## config.mk

```make
export PLATFORM = sky130hd
export DESIGN_NAME = uti_ctrl
export DESIGN_NICKNAME = d
export VERILOG_FILES = /design/src/shared/uti_pkg.sv /design/src/hdl/uti_usb_events.sv /design/src/hdl/uti_wake.sv /design/src/hdl/uti_ctrl.sv
export SDC_FILE = /design/constraint.sdc
export NUM_CORES = 1
export LEC_CHECK = 0
export ABC_AREA = 1
export BUFFER_PORTS_ARGS = -buffer_cell sky130_fd_sc_hd__buf_4
export CAP_MARGIN = 20
export CORE_MARGIN = 1.5
export CORE_UTILIZATION = 42
export CTS_CLUSTER_DIAMETER = 40
export DETAILED_ROUTE_END_ITERATION = 10
export PLACE_DENSITY = 0.79
export SLEW_MARGIN = 20
export SYNTH_ARGS = -nofsm -noshare
export SYNTH_HDL_FRONTEND = slang
export SYNTH_SLANG_ARGS = --single-unit
```

## constraint.sdc

```tcl
create_clock -name ref_clk -period 1.6 [get_ports ref_clk]
set_input_delay 0 -clock ref_clk [delete_from_list [all_inputs] [get_ports ref_clk]]
set_output_delay 0 -clock ref_clk [all_outputs]
set_load 0.01 [all_outputs]
```

## src/shared/uti_pkg.sv

```systemverilog
// Constants shared by the USB and timer interrupt controller files
//
// Summary of operation
// - Control bit 0 is the global enable
// - Control bit 1 enables the USB source
// - Control bit 3 enables the timer source
// - Control bit 4 is the USB request flag
// - Control bit 6 is the timer request flag
// - Control bits 2, 5, 7 read zero
// - Acknowledge clears the global enable
// - Stack full withholds every acknowledge
// - Acknowledge pushes only the program counter
// - Four USB events set the USB flag
// - USB acknowledge calls 04H, clears flag, enable
// - FIFO access sets endpoint bit; firmware clears
// - Suspend sets USB control bit 0, requests
// - Resume sets USB control bit 3, requests
// - Bus reset sets its flag; firmware clears
// - Timer acknowledge calls 0CH, clears flag, enable
// - Interrupt return sets enable; plain return keeps
// - Nesting only once software re-enables
// - Requests are taken on second-phase pulse
// - USB outranks timer when both pending
// - Flags stay until acknowledged or cleared
// - Both sources can wake power-down
// - Flag set before power-down gives no wake
package uti_pkg;

  // ==========================================================
  // Register indices and byte addresses (index times four)
  localparam logic [7:0] IRQ_CTRL_IDX = 8'h0B;
  localparam logic [7:0] USB_CTRL_IDX = 8'h1A;
  localparam logic [7:0] USB_FIFO_IDX = 8'h1B;
  localparam logic [7:0] CORE_STAT_IDX = 8'h20;
  localparam logic [7:0] IRQ_CTRL_ADDR = 8'(IRQ_CTRL_IDX << 2);
  localparam logic [7:0] USB_CTRL_ADDR = 8'(USB_CTRL_IDX << 2);
  localparam logic [7:0] USB_FIFO_ADDR = 8'(USB_FIFO_IDX << 2);
  localparam logic [7:0] CORE_STAT_ADDR = 8'(CORE_STAT_IDX << 2);

  // ==========================================================
  // Interrupt control register fields
  localparam int unsigned GIE_BIT = 0;
  localparam int unsigned USB_EN_BIT = 1;
  localparam int unsigned TMR_EN_BIT = 3;
  localparam int unsigned USB_FLAG_BIT = 4;
  localparam int unsigned TMR_FLAG_BIT = 6;
  localparam logic [7:0] IRQ_CTRL_RESET = 8'h00;

  // ==========================================================
  // USB control and FIFO access register fields
  localparam int unsigned SUSPEND_BIT = 0;
  localparam int unsigned BUS_RESET_BIT = 2;
  localparam int unsigned RESUME_BIT = 3;
  localparam int unsigned NUM_EP = 3;
  localparam logic [7:0] USB_CTRL_RESET = 8'h00;
  localparam logic [7:0] USB_FIFO_RESET = 8'h00;

  // ==========================================================
  // Core status register fields (read only)
  localparam int unsigned STAT_STACK_FULL_BIT = 0;
  localparam int unsigned STAT_POWER_DOWN_BIT = 1;
  localparam int unsigned STAT_WAKE_BIT = 2;
  localparam int unsigned STAT_IN_SERVICE_BIT = 3;

  // ==========================================================
  // Vector addresses
  localparam logic [11:0] VEC_USB = 12'h004;
  localparam logic [11:0] VEC_TMR = 12'h00C;
  localparam logic [11:0] VEC_RESET = 12'h000;

endpackage

```

## src/hdl/uti_usb_events.sv

```systemverilog
// USB event flags: endpoint FIFO access bits and bus state bits
module uti_usb_events (
  input wire logic ref_clk,
  input wire logic reset_n,
  input wire logic [2:0] fifo_access_pulse,
  input wire logic suspend_pulse,
  input wire logic resume_pulse,
  input wire logic bus_reset_pulse,
  input wire logic fifo_wr,
  input wire logic ctrl_wr,
  input wire logic [7:0] wdata,
  output logic [7:0] usb_fifo_access_q,
  output logic [7:0] usb_control_q,
  output logic usb_event
);

  // ==========================================================
  // Endpoint access bits; a fresh access beats a firmware clear
  always_ff @(posedge ref_clk or negedge reset_n) begin
    if (!reset_n) begin
      usb_fifo_access_q <= uti_pkg::USB_FIFO_RESET;
    end else begin
      // Bits above the last endpoint stay zero; the loop only indexes real endpoints
      usb_fifo_access_q <= 8'h00;
      for (int i = 0; i < uti_pkg::NUM_EP; i++) begin
        usb_fifo_access_q[i] <= fifo_access_pulse[i] |
                                (fifo_wr ? wdata[i] : usb_fifo_access_q[i]);
      end
    end
  end

  // ==========================================================
  // Suspend, resume and bus reset bits, same set-wins policy
  always_ff @(posedge ref_clk or negedge reset_n) begin
    if (!reset_n) begin
      usb_control_q <= uti_pkg::USB_CTRL_RESET;
    end else begin
      usb_control_q <= 8'h00;
      usb_control_q[uti_pkg::SUSPEND_BIT] <= suspend_pulse |
        (ctrl_wr ? wdata[uti_pkg::SUSPEND_BIT] : usb_control_q[uti_pkg::SUSPEND_BIT]);
      usb_control_q[uti_pkg::RESUME_BIT] <= resume_pulse |
        (ctrl_wr ? wdata[uti_pkg::RESUME_BIT] : usb_control_q[uti_pkg::RESUME_BIT]);
      usb_control_q[uti_pkg::BUS_RESET_BIT] <= bus_reset_pulse |
        (ctrl_wr ? wdata[uti_pkg::BUS_RESET_BIT] : usb_control_q[uti_pkg::BUS_RESET_BIT]);
    end
  end

  // Any of the four events raises the USB request
  assign usb_event = (|fifo_access_pulse) | suspend_pulse | resume_pulse | bus_reset_pulse;

endmodule

```

## src/hdl/uti_wake.sv

```systemverilog
// Power-down wake request from newly pending interrupt flags
module uti_wake (
  input wire logic ref_clk,
  input wire logic reset_n,
  input wire logic power_down,
  input wire logic usb_flag,
  input wire logic tmr_flag,
  output logic wake_req_q
);

  logic pd_q;
  logic usb_mask_q;
  logic tmr_mask_q;
  logic entry;

  assign entry = power_down & ~pd_q;

  // ==========================================================
  // Remember power-down state to find the entry cycle
  always_ff @(posedge ref_clk or negedge reset_n) begin
    if (!reset_n) begin
      pd_q <= 1'b0;
    end else begin
      pd_q <= power_down;
    end
  end

  // Flags already set on entry lose their wake ability
  always_ff @(posedge ref_clk or negedge reset_n) begin
    if (!reset_n) begin
      usb_mask_q <= 1'b0;
      tmr_mask_q <= 1'b0;
    end else if (entry) begin
      usb_mask_q <= usb_flag;
      tmr_mask_q <= tmr_flag;
    end else if (!power_down) begin
      usb_mask_q <= 1'b0;
      tmr_mask_q <= 1'b0;
    end
  end

  // Wake ignores enables: the core decides between vector and next instruction
  always_ff @(posedge ref_clk or negedge reset_n) begin
    if (!reset_n) begin
      wake_req_q <= 1'b0;
    end else begin
      wake_req_q <= power_down & ~entry &
                    ((usb_flag & ~usb_mask_q) | (tmr_flag & ~tmr_mask_q));
    end
  end

endmodule

```

## src/hdl/uti_ctrl.sv

```systemverilog
// Two-source interrupt controller with APB register access
//
// Implementation choice: the APB slave port.
module uti_ctrl (
  input wire logic ref_clk,
  input wire logic reset_n,
  // APB slave
  input wire logic psel,
  input wire logic penable,
  input wire logic pwrite,
  input wire logic [7:0] paddr,
  input wire logic [31:0] pwdata,
  output logic [31:0] prdata,
  output logic pready,
  output logic pslverr,
  // Core program sequencer
  input wire logic second_phase_pulse,
  input wire logic stack_full,
  input wire logic return_from_irq_instr,
  input wire logic plain_return_instr,
  input wire logic power_down,
  output logic vector_req,
  output logic [11:0] vector_addr,
  output logic push_pc,
  output logic wake_req,
  // Event sources
  input wire logic [2:0] fifo_access_pulse,
  input wire logic suspend_pulse,
  input wire logic resume_pulse,
  input wire logic bus_reset_pulse,
  input wire logic timer_overflow_pulse
);

  // ==========================================================
  // Declarations
  logic gie_q;
  logic usb_en_q;
  logic tmr_en_q;
  logic usb_flag_q;
  logic tmr_flag_q;
  logic in_service_q;
  logic vector_req_q;
  logic push_pc_q;
  logic [11:0] vector_addr_q;
  logic pready_q;
  logic pslverr_q;
  logic [31:0] prdata_q;
  logic [31:0] rd_mux_d;
  logic addr_hit;
  logic setup;
  logic access;
  logic wr_en;
  logic wr_interrupt_enable_and_flags;
  logic wr_usc;
  logic wr_usr;
  logic [7:0] wdata;
  logic [7:0] irq_ctrl_rd;
  logic [7:0] core_stat_rd;
  logic [7:0] usb_fifo_access_q;
  logic [7:0] usb_control_q;
  logic usb_event;
  logic wake_req_q;
  logic usb_pend;
  logic tmr_pend;
  logic take;
  logic ack_usb;
  logic ack_tmr;

  // ==========================================================
  // APB phase decode
  assign setup = psel & ~penable;
  assign access = psel & penable & pready_q;
  assign wr_en = access & pwrite;
  assign wdata = pwdata[7:0];
  assign wr_interrupt_enable_and_flags = wr_en & (paddr == uti_pkg::IRQ_CTRL_ADDR);
  assign wr_usc = wr_en & (paddr == uti_pkg::USB_CTRL_ADDR);
  assign wr_usr = wr_en & (paddr == uti_pkg::USB_FIFO_ADDR);

  // Zero wait states: ready rises in the access cycle after each setup
  always_ff @(posedge ref_clk or negedge reset_n) begin
    if (!reset_n) begin
      pready_q <= 1'b0;
    end else begin
      pready_q <= setup;
    end
  end

  // Unmapped addresses answer with an error in the same access cycle
  always_ff @(posedge ref_clk or negedge reset_n) begin
    if (!reset_n) begin
      pslverr_q <= 1'b0;
    end else begin
      pslverr_q <= setup & ~addr_hit;
    end
  end

  // Read data is captured in setup so it is stable through the access cycle
  always_ff @(posedge ref_clk or negedge reset_n) begin
    if (!reset_n) begin
      prdata_q <= 32'h00000000;
    end else if (setup) begin
      prdata_q <= pwrite ? 32'h00000000 : rd_mux_d;
    end
  end

  // ==========================================================
  // Read views; unused control bits are never stored, so read zero
  always_comb begin
    irq_ctrl_rd = 8'h00;
    irq_ctrl_rd[uti_pkg::GIE_BIT] = gie_q;
    irq_ctrl_rd[uti_pkg::USB_EN_BIT] = usb_en_q;
    irq_ctrl_rd[uti_pkg::TMR_EN_BIT] = tmr_en_q;
    irq_ctrl_rd[uti_pkg::USB_FLAG_BIT] = usb_flag_q;
    irq_ctrl_rd[uti_pkg::TMR_FLAG_BIT] = tmr_flag_q;
  end

  // Core status shows live inputs and controller state
  always_comb begin
    core_stat_rd = 8'h00;
    core_stat_rd[uti_pkg::STAT_STACK_FULL_BIT] = stack_full;
    core_stat_rd[uti_pkg::STAT_POWER_DOWN_BIT] = power_down;
    core_stat_rd[uti_pkg::STAT_WAKE_BIT] = wake_req_q;
    core_stat_rd[uti_pkg::STAT_IN_SERVICE_BIT] = in_service_q;
  end

  // Address decode and read multiplexer
  always_comb begin
    rd_mux_d = 32'h00000000;
    addr_hit = 1'b1;
    unique case (paddr)
      uti_pkg::IRQ_CTRL_ADDR: begin
        rd_mux_d[7:0] = irq_ctrl_rd;
      end
      uti_pkg::USB_CTRL_ADDR: begin
        rd_mux_d[7:0] = usb_control_q;
      end
      uti_pkg::USB_FIFO_ADDR: begin
        rd_mux_d[7:0] = usb_fifo_access_q;
      end
      uti_pkg::CORE_STAT_ADDR: begin
        rd_mux_d[7:0] = core_stat_rd;
      end
      default: begin
        addr_hit = 1'b0;
      end
    endcase
  end

  // ==========================================================
  // USB event flags and power-down wake
  uti_usb_events u_usb_events (
    .ref_clk(ref_clk),
    .reset_n(reset_n),
    .fifo_access_pulse(fifo_access_pulse),
    .suspend_pulse(suspend_pulse),
    .resume_pulse(resume_pulse),
    .bus_reset_pulse(bus_reset_pulse),
    .fifo_wr(wr_usr),
    .ctrl_wr(wr_usc),
    .wdata(wdata),
    .usb_fifo_access_q(usb_fifo_access_q),
    .usb_control_q(usb_control_q),
    .usb_event(usb_event)
  );

  uti_wake u_wake (
    .ref_clk(ref_clk),
    .reset_n(reset_n),
    .power_down(power_down),
    .usb_flag(usb_flag_q),
    .tmr_flag(tmr_flag_q),
    .wake_req_q(wake_req_q)
  );

  // ==========================================================
  // Acknowledge decision, only on the second-phase pulse
  assign usb_pend = usb_flag_q & usb_en_q;
  assign tmr_pend = tmr_flag_q & tmr_en_q;
  // Registered flags only: an event in the pulse cycle waits for the next pulse
  assign take = second_phase_pulse & gie_q & ~stack_full & (usb_pend | tmr_pend);
  assign ack_usb = take & usb_pend;
  assign ack_tmr = take & ~usb_pend & tmr_pend;

  // Global enable: acknowledge clears, interrupt return sets, else software
  always_ff @(posedge ref_clk or negedge reset_n) begin
    if (!reset_n) begin
      gie_q <= uti_pkg::IRQ_CTRL_RESET[uti_pkg::GIE_BIT];
    end else if (take) begin
      gie_q <= 1'b0;
    end else if (return_from_irq_instr) begin
      gie_q <= 1'b1;
    end else if (wr_interrupt_enable_and_flags) begin
      gie_q <= wdata[uti_pkg::GIE_BIT];
    end
  end

  // Source enables are software only
  always_ff @(posedge ref_clk or negedge reset_n) begin
    if (!reset_n) begin
      usb_en_q <= uti_pkg::IRQ_CTRL_RESET[uti_pkg::USB_EN_BIT];
      tmr_en_q <= uti_pkg::IRQ_CTRL_RESET[uti_pkg::TMR_EN_BIT];
    end else if (wr_interrupt_enable_and_flags) begin
      usb_en_q <= wdata[uti_pkg::USB_EN_BIT];
      tmr_en_q <= wdata[uti_pkg::TMR_EN_BIT];
    end
  end

  // Request flags: a new event beats both the acknowledge clear and a write
  always_ff @(posedge ref_clk or negedge reset_n) begin
    if (!reset_n) begin
      usb_flag_q <= uti_pkg::IRQ_CTRL_RESET[uti_pkg::USB_FLAG_BIT];
      tmr_flag_q <= uti_pkg::IRQ_CTRL_RESET[uti_pkg::TMR_FLAG_BIT];
    end else begin
      usb_flag_q <= usb_event | (~ack_usb &
        (wr_interrupt_enable_and_flags ? wdata[uti_pkg::USB_FLAG_BIT] : usb_flag_q));
      tmr_flag_q <= timer_overflow_pulse | (~ack_tmr &
        (wr_interrupt_enable_and_flags ? wdata[uti_pkg::TMR_FLAG_BIT] : tmr_flag_q));
    end
  end

  // ==========================================================
  // Vector request towards the sequencer; only the PC is pushed
  always_ff @(posedge ref_clk or negedge reset_n) begin
    if (!reset_n) begin
      vector_req_q <= 1'b0;
      push_pc_q <= 1'b0;
    end else begin
      vector_req_q <= take;
      push_pc_q <= take;
    end
  end

  // Address holds after the request so the sequencer may sample it late
  always_ff @(posedge ref_clk or negedge reset_n) begin
    if (!reset_n) begin
      vector_addr_q <= uti_pkg::VEC_RESET;
    end else if (ack_usb) begin
      vector_addr_q <= uti_pkg::VEC_USB;
    end else if (ack_tmr) begin
      vector_addr_q <= uti_pkg::VEC_TMR;
    end
  end

  // In-service marker: set on acknowledge, ended by either return
  always_ff @(posedge ref_clk or negedge reset_n) begin
    if (!reset_n) begin
      in_service_q <= 1'b0;
    end else if (take) begin
      in_service_q <= 1'b1;
    end else if (return_from_irq_instr | plain_return_instr) begin
      in_service_q <= 1'b0;
    end
  end

  // ==========================================================
  // Outputs straight from flip-flops
  assign prdata = prdata_q;
  assign pready = pready_q;
  assign pslverr = pslverr_q;
  assign vector_req = vector_req_q;
  assign vector_addr = vector_addr_q;
  assign push_pc = push_pc_q;
  assign wake_req = wake_req_q;
endmodule

```

==> metrics.md <==
| Metric | Value |
|---|---|
| Peak supply drop | `0.6423 mV` |
| Synth Cell Area | `0.001658 sq mm` |
| Total number of vias | `1340` |
| Post-CTS repair timing setup buffer count | `0` |
| Final Setup Violations | `0` |
| Cell Pwr Density | `627.5 mW/mm^2` |
| Number of global-route vias before repair | `1163` |
| Port Buffers | `43` |
| Met1 Wirelength | `1332 microns` |
| Routed length per placed instance | `9.768 microns` |
| Core Area | `0.003716 sq mm` |
| # diodes | `0` |
| CP Data Required Time | `1.76 ns` |
| Crit Path Max Fanout | `6` |
| WL met3 | `186 microns` |
| Post-route clock period utilization | `0.8274` |
| Final Max Tran Viols | `0` |
| Max-Cap Viols | `0` |
| FILL cells | `378` |
| Syn_area_per_cell | `7.970 sq um` |
| Antenna Nets Post-Route | `0` |
| Worst Path Arrival | `1.48 ns` |
| TNS Setup | `0 ns` |
| P&R area growth vs syn | `24.91%` |
| First-pass GRT wire length | `4892 microns` |
| Post-Place Setup Slack | `0.2789 ns` |
| Element type at the critical path start | `register` |
| CTS tree | `done` |
| Fmax | `755.4 MHz` |
| Root buf cell | `clkbuf_8` |
| Top Ports | `106` |
| Vias per inst | `4.268` |
| CTS H-Tree Depth | `1` |
| Final hold vios | `0` |
| Top layer in use | `met4` |
| First DRT Iteration DRCs | `28` |
| Antenna violations before repair | `0` |
| GRT overflow | `0` |
| Count of cell types in the netlist | `25` |
| Cell Rows | `22` |
| HPWL after DPL | `2472 microns` |
| Met2 Wirelength | `1521 microns` |
| Die area | `0.004333 sq mm` |
| Yosys Warn Count | `0` |
| Pin count of the biggest net entering global routing | `28` |
| Vert. Die Dim | `65.83 microns` |
| Seq/Total Area, Yosys | `0.4075` |
| Status | `finished, final reports clean` |
| Die X | `65.83 microns` |
| Leakage power | `1.183 nW` |
| TritonCTS Buffers | `3` |
| Mapped Cells | `208` |
| Critical Path Sink Type | `register` |
| Final Cell Area | `0.002071 sq mm` |
| DRC | `0` |
| Worst hold path type | `in2reg` |
| Layout cells sized above 1 | `0.2444` |
| Final worst path period need | `1.324 ns` |
| Worst setup margin | `0.2761 ns` |
| RD Place Congestion | `0.7931` |
| Gr usage total | `0.1468` |
| CTS Buffer Depth | `2` |
| Type of the worst setup path | `reg2reg` |
| Worst-path clk slew | `0.09 ns` |
| Area of placed instances | `0.001894 sq mm` |
| Clock latency on the worst-skew pair | `0.27 ns` |
| DRT Pass-1 Iters | `4` |
| Skew final | `0.001175 ns` |
| Final nets | `324` |
| Starting Density | `0.4461` |
| Yosys reg bits | `27` |
| RSZ-0062 raised after global routing | `no` |
| Num Clock Sinks | `27` |
| Post-Route WL | `3067 microns` |
[final cells by class]
type                    count  area [sq um]  share of cell area
clock inverters             1         5.005            0.002417
repair buffers             56         452.9              0.2187
multi-input cells         151         730.7              0.3529
well taps                  48         60.06             0.02900
inverters                  28         105.1             0.05076
clock buffers               3         41.29             0.01994
flip-flops and latches     27         675.6              0.3263
[registers in the layout, indices dropped and copies added (netlist names), 2 cells and up]
name                            flops
prdata                              6
u_usb_events.usb_control_q          3
u_usb_events.usb_fifo_access_q      3
vector_addr                         2
[metal layers]
metal,up-vias,global-route usage
li1,702,-
met1,585,0.1799
met2,48,0.2563
met3,5,0.03578
met4,0,0.03906
met5,-,0
[timing repair]
action                    4_1_cts  5_1_grt
hold buffers                   13        0
resized for setup               0        0
hold endpoints to repair       39        0
[critical path, cell delays in order (launching register included)]
cell	delay (ns)
dfrtp_1	0.35
nand4_1	0.25
inv_1	0.16
nand3_1	0.19
a21oi_1	0.16
o21ai_0	0.08
[through the flow]
stage                     hold slack (ns)  std cells  utilization  total power [mW]
after floorplan                   -0.2956        243            -            0.8773
after global placement           -0.07481        297       0.5098            0.9064
after detailed placement         -0.06916        297       0.5098            0.9101
after CTS                        0.003511        314       0.5572             1.310
after global routing              0.01205        314       0.5572             1.367
final                            0.003983        314       0.5572             1.299
[report_power, final]
| group | total, mW | internal (mW) | switching, mW |
|---|---|---|---|
| Clock | 0.379 | 0.175 | 0.204 |
| Combinational | 0.218 | 0.0953 | 0.123 |
| Sequential | 0.702 | 0.695 | 0.00722 |
[final timing paths]
check                                from                                 to  slack, ns  cells after the start
min in group asynchronous         reset_n                          prdata[0]       0.17                      2
max reg2reg                        pready      u_usb_events.usb_control_q[2]       0.28                      5
max in group asynchronous         reset_n                         usb_flag_q       1.18                      2
max                                pready      u_usb_events.usb_control_q[2]       0.28                      5
min                             pwdata[2]  u_usb_events.usb_fifo_access_q[2]      0.004                      3
min reg2reg                vector_addr[2]                     vector_addr[2]       0.48                      1
[Yosys cell counts, drive strengths merged]
master	n	share of area
nand2	55	0.14
buf	37	0.17
inv	28	0.063
dfrtp	27	0.41
nand3	19	0.057
o21ai	12	0.038
nor2	11	0.063
a21oi	7	0.021
nand4	2	0.0075
o22ai	2	0.0075
o31ai	2	0.0091
or2	2	0.0091
conb	1	0.0023
nor3	1	0.0030
nor3b	1	0.0045
nor4	1	0.0038
[logic make-up (layout without fill, tap and decap cells)]
family / Yosys count / count (layout) / share of synthesized area
flops: 27 / 27 / 0.4075
simple gates: 92 / 92 / 0.2830
other cells: 1 / 36 / 0.002262
buf+inv: 65 / 88 / 0.2309
compound gates: 23 / 23 / 0.07622
[layout by cell type, fill, tap and decap left out, drive strengths merged, types with 7 or more instances in the layout]
cell type    count
nand3           19
dfrtp           27
a21oi            7
dlygate4sd3     13
nor2            11
o21ai           12
buf             43
conb            36
inv             28
nand2           55
Power figures use the tool's default switching activity.
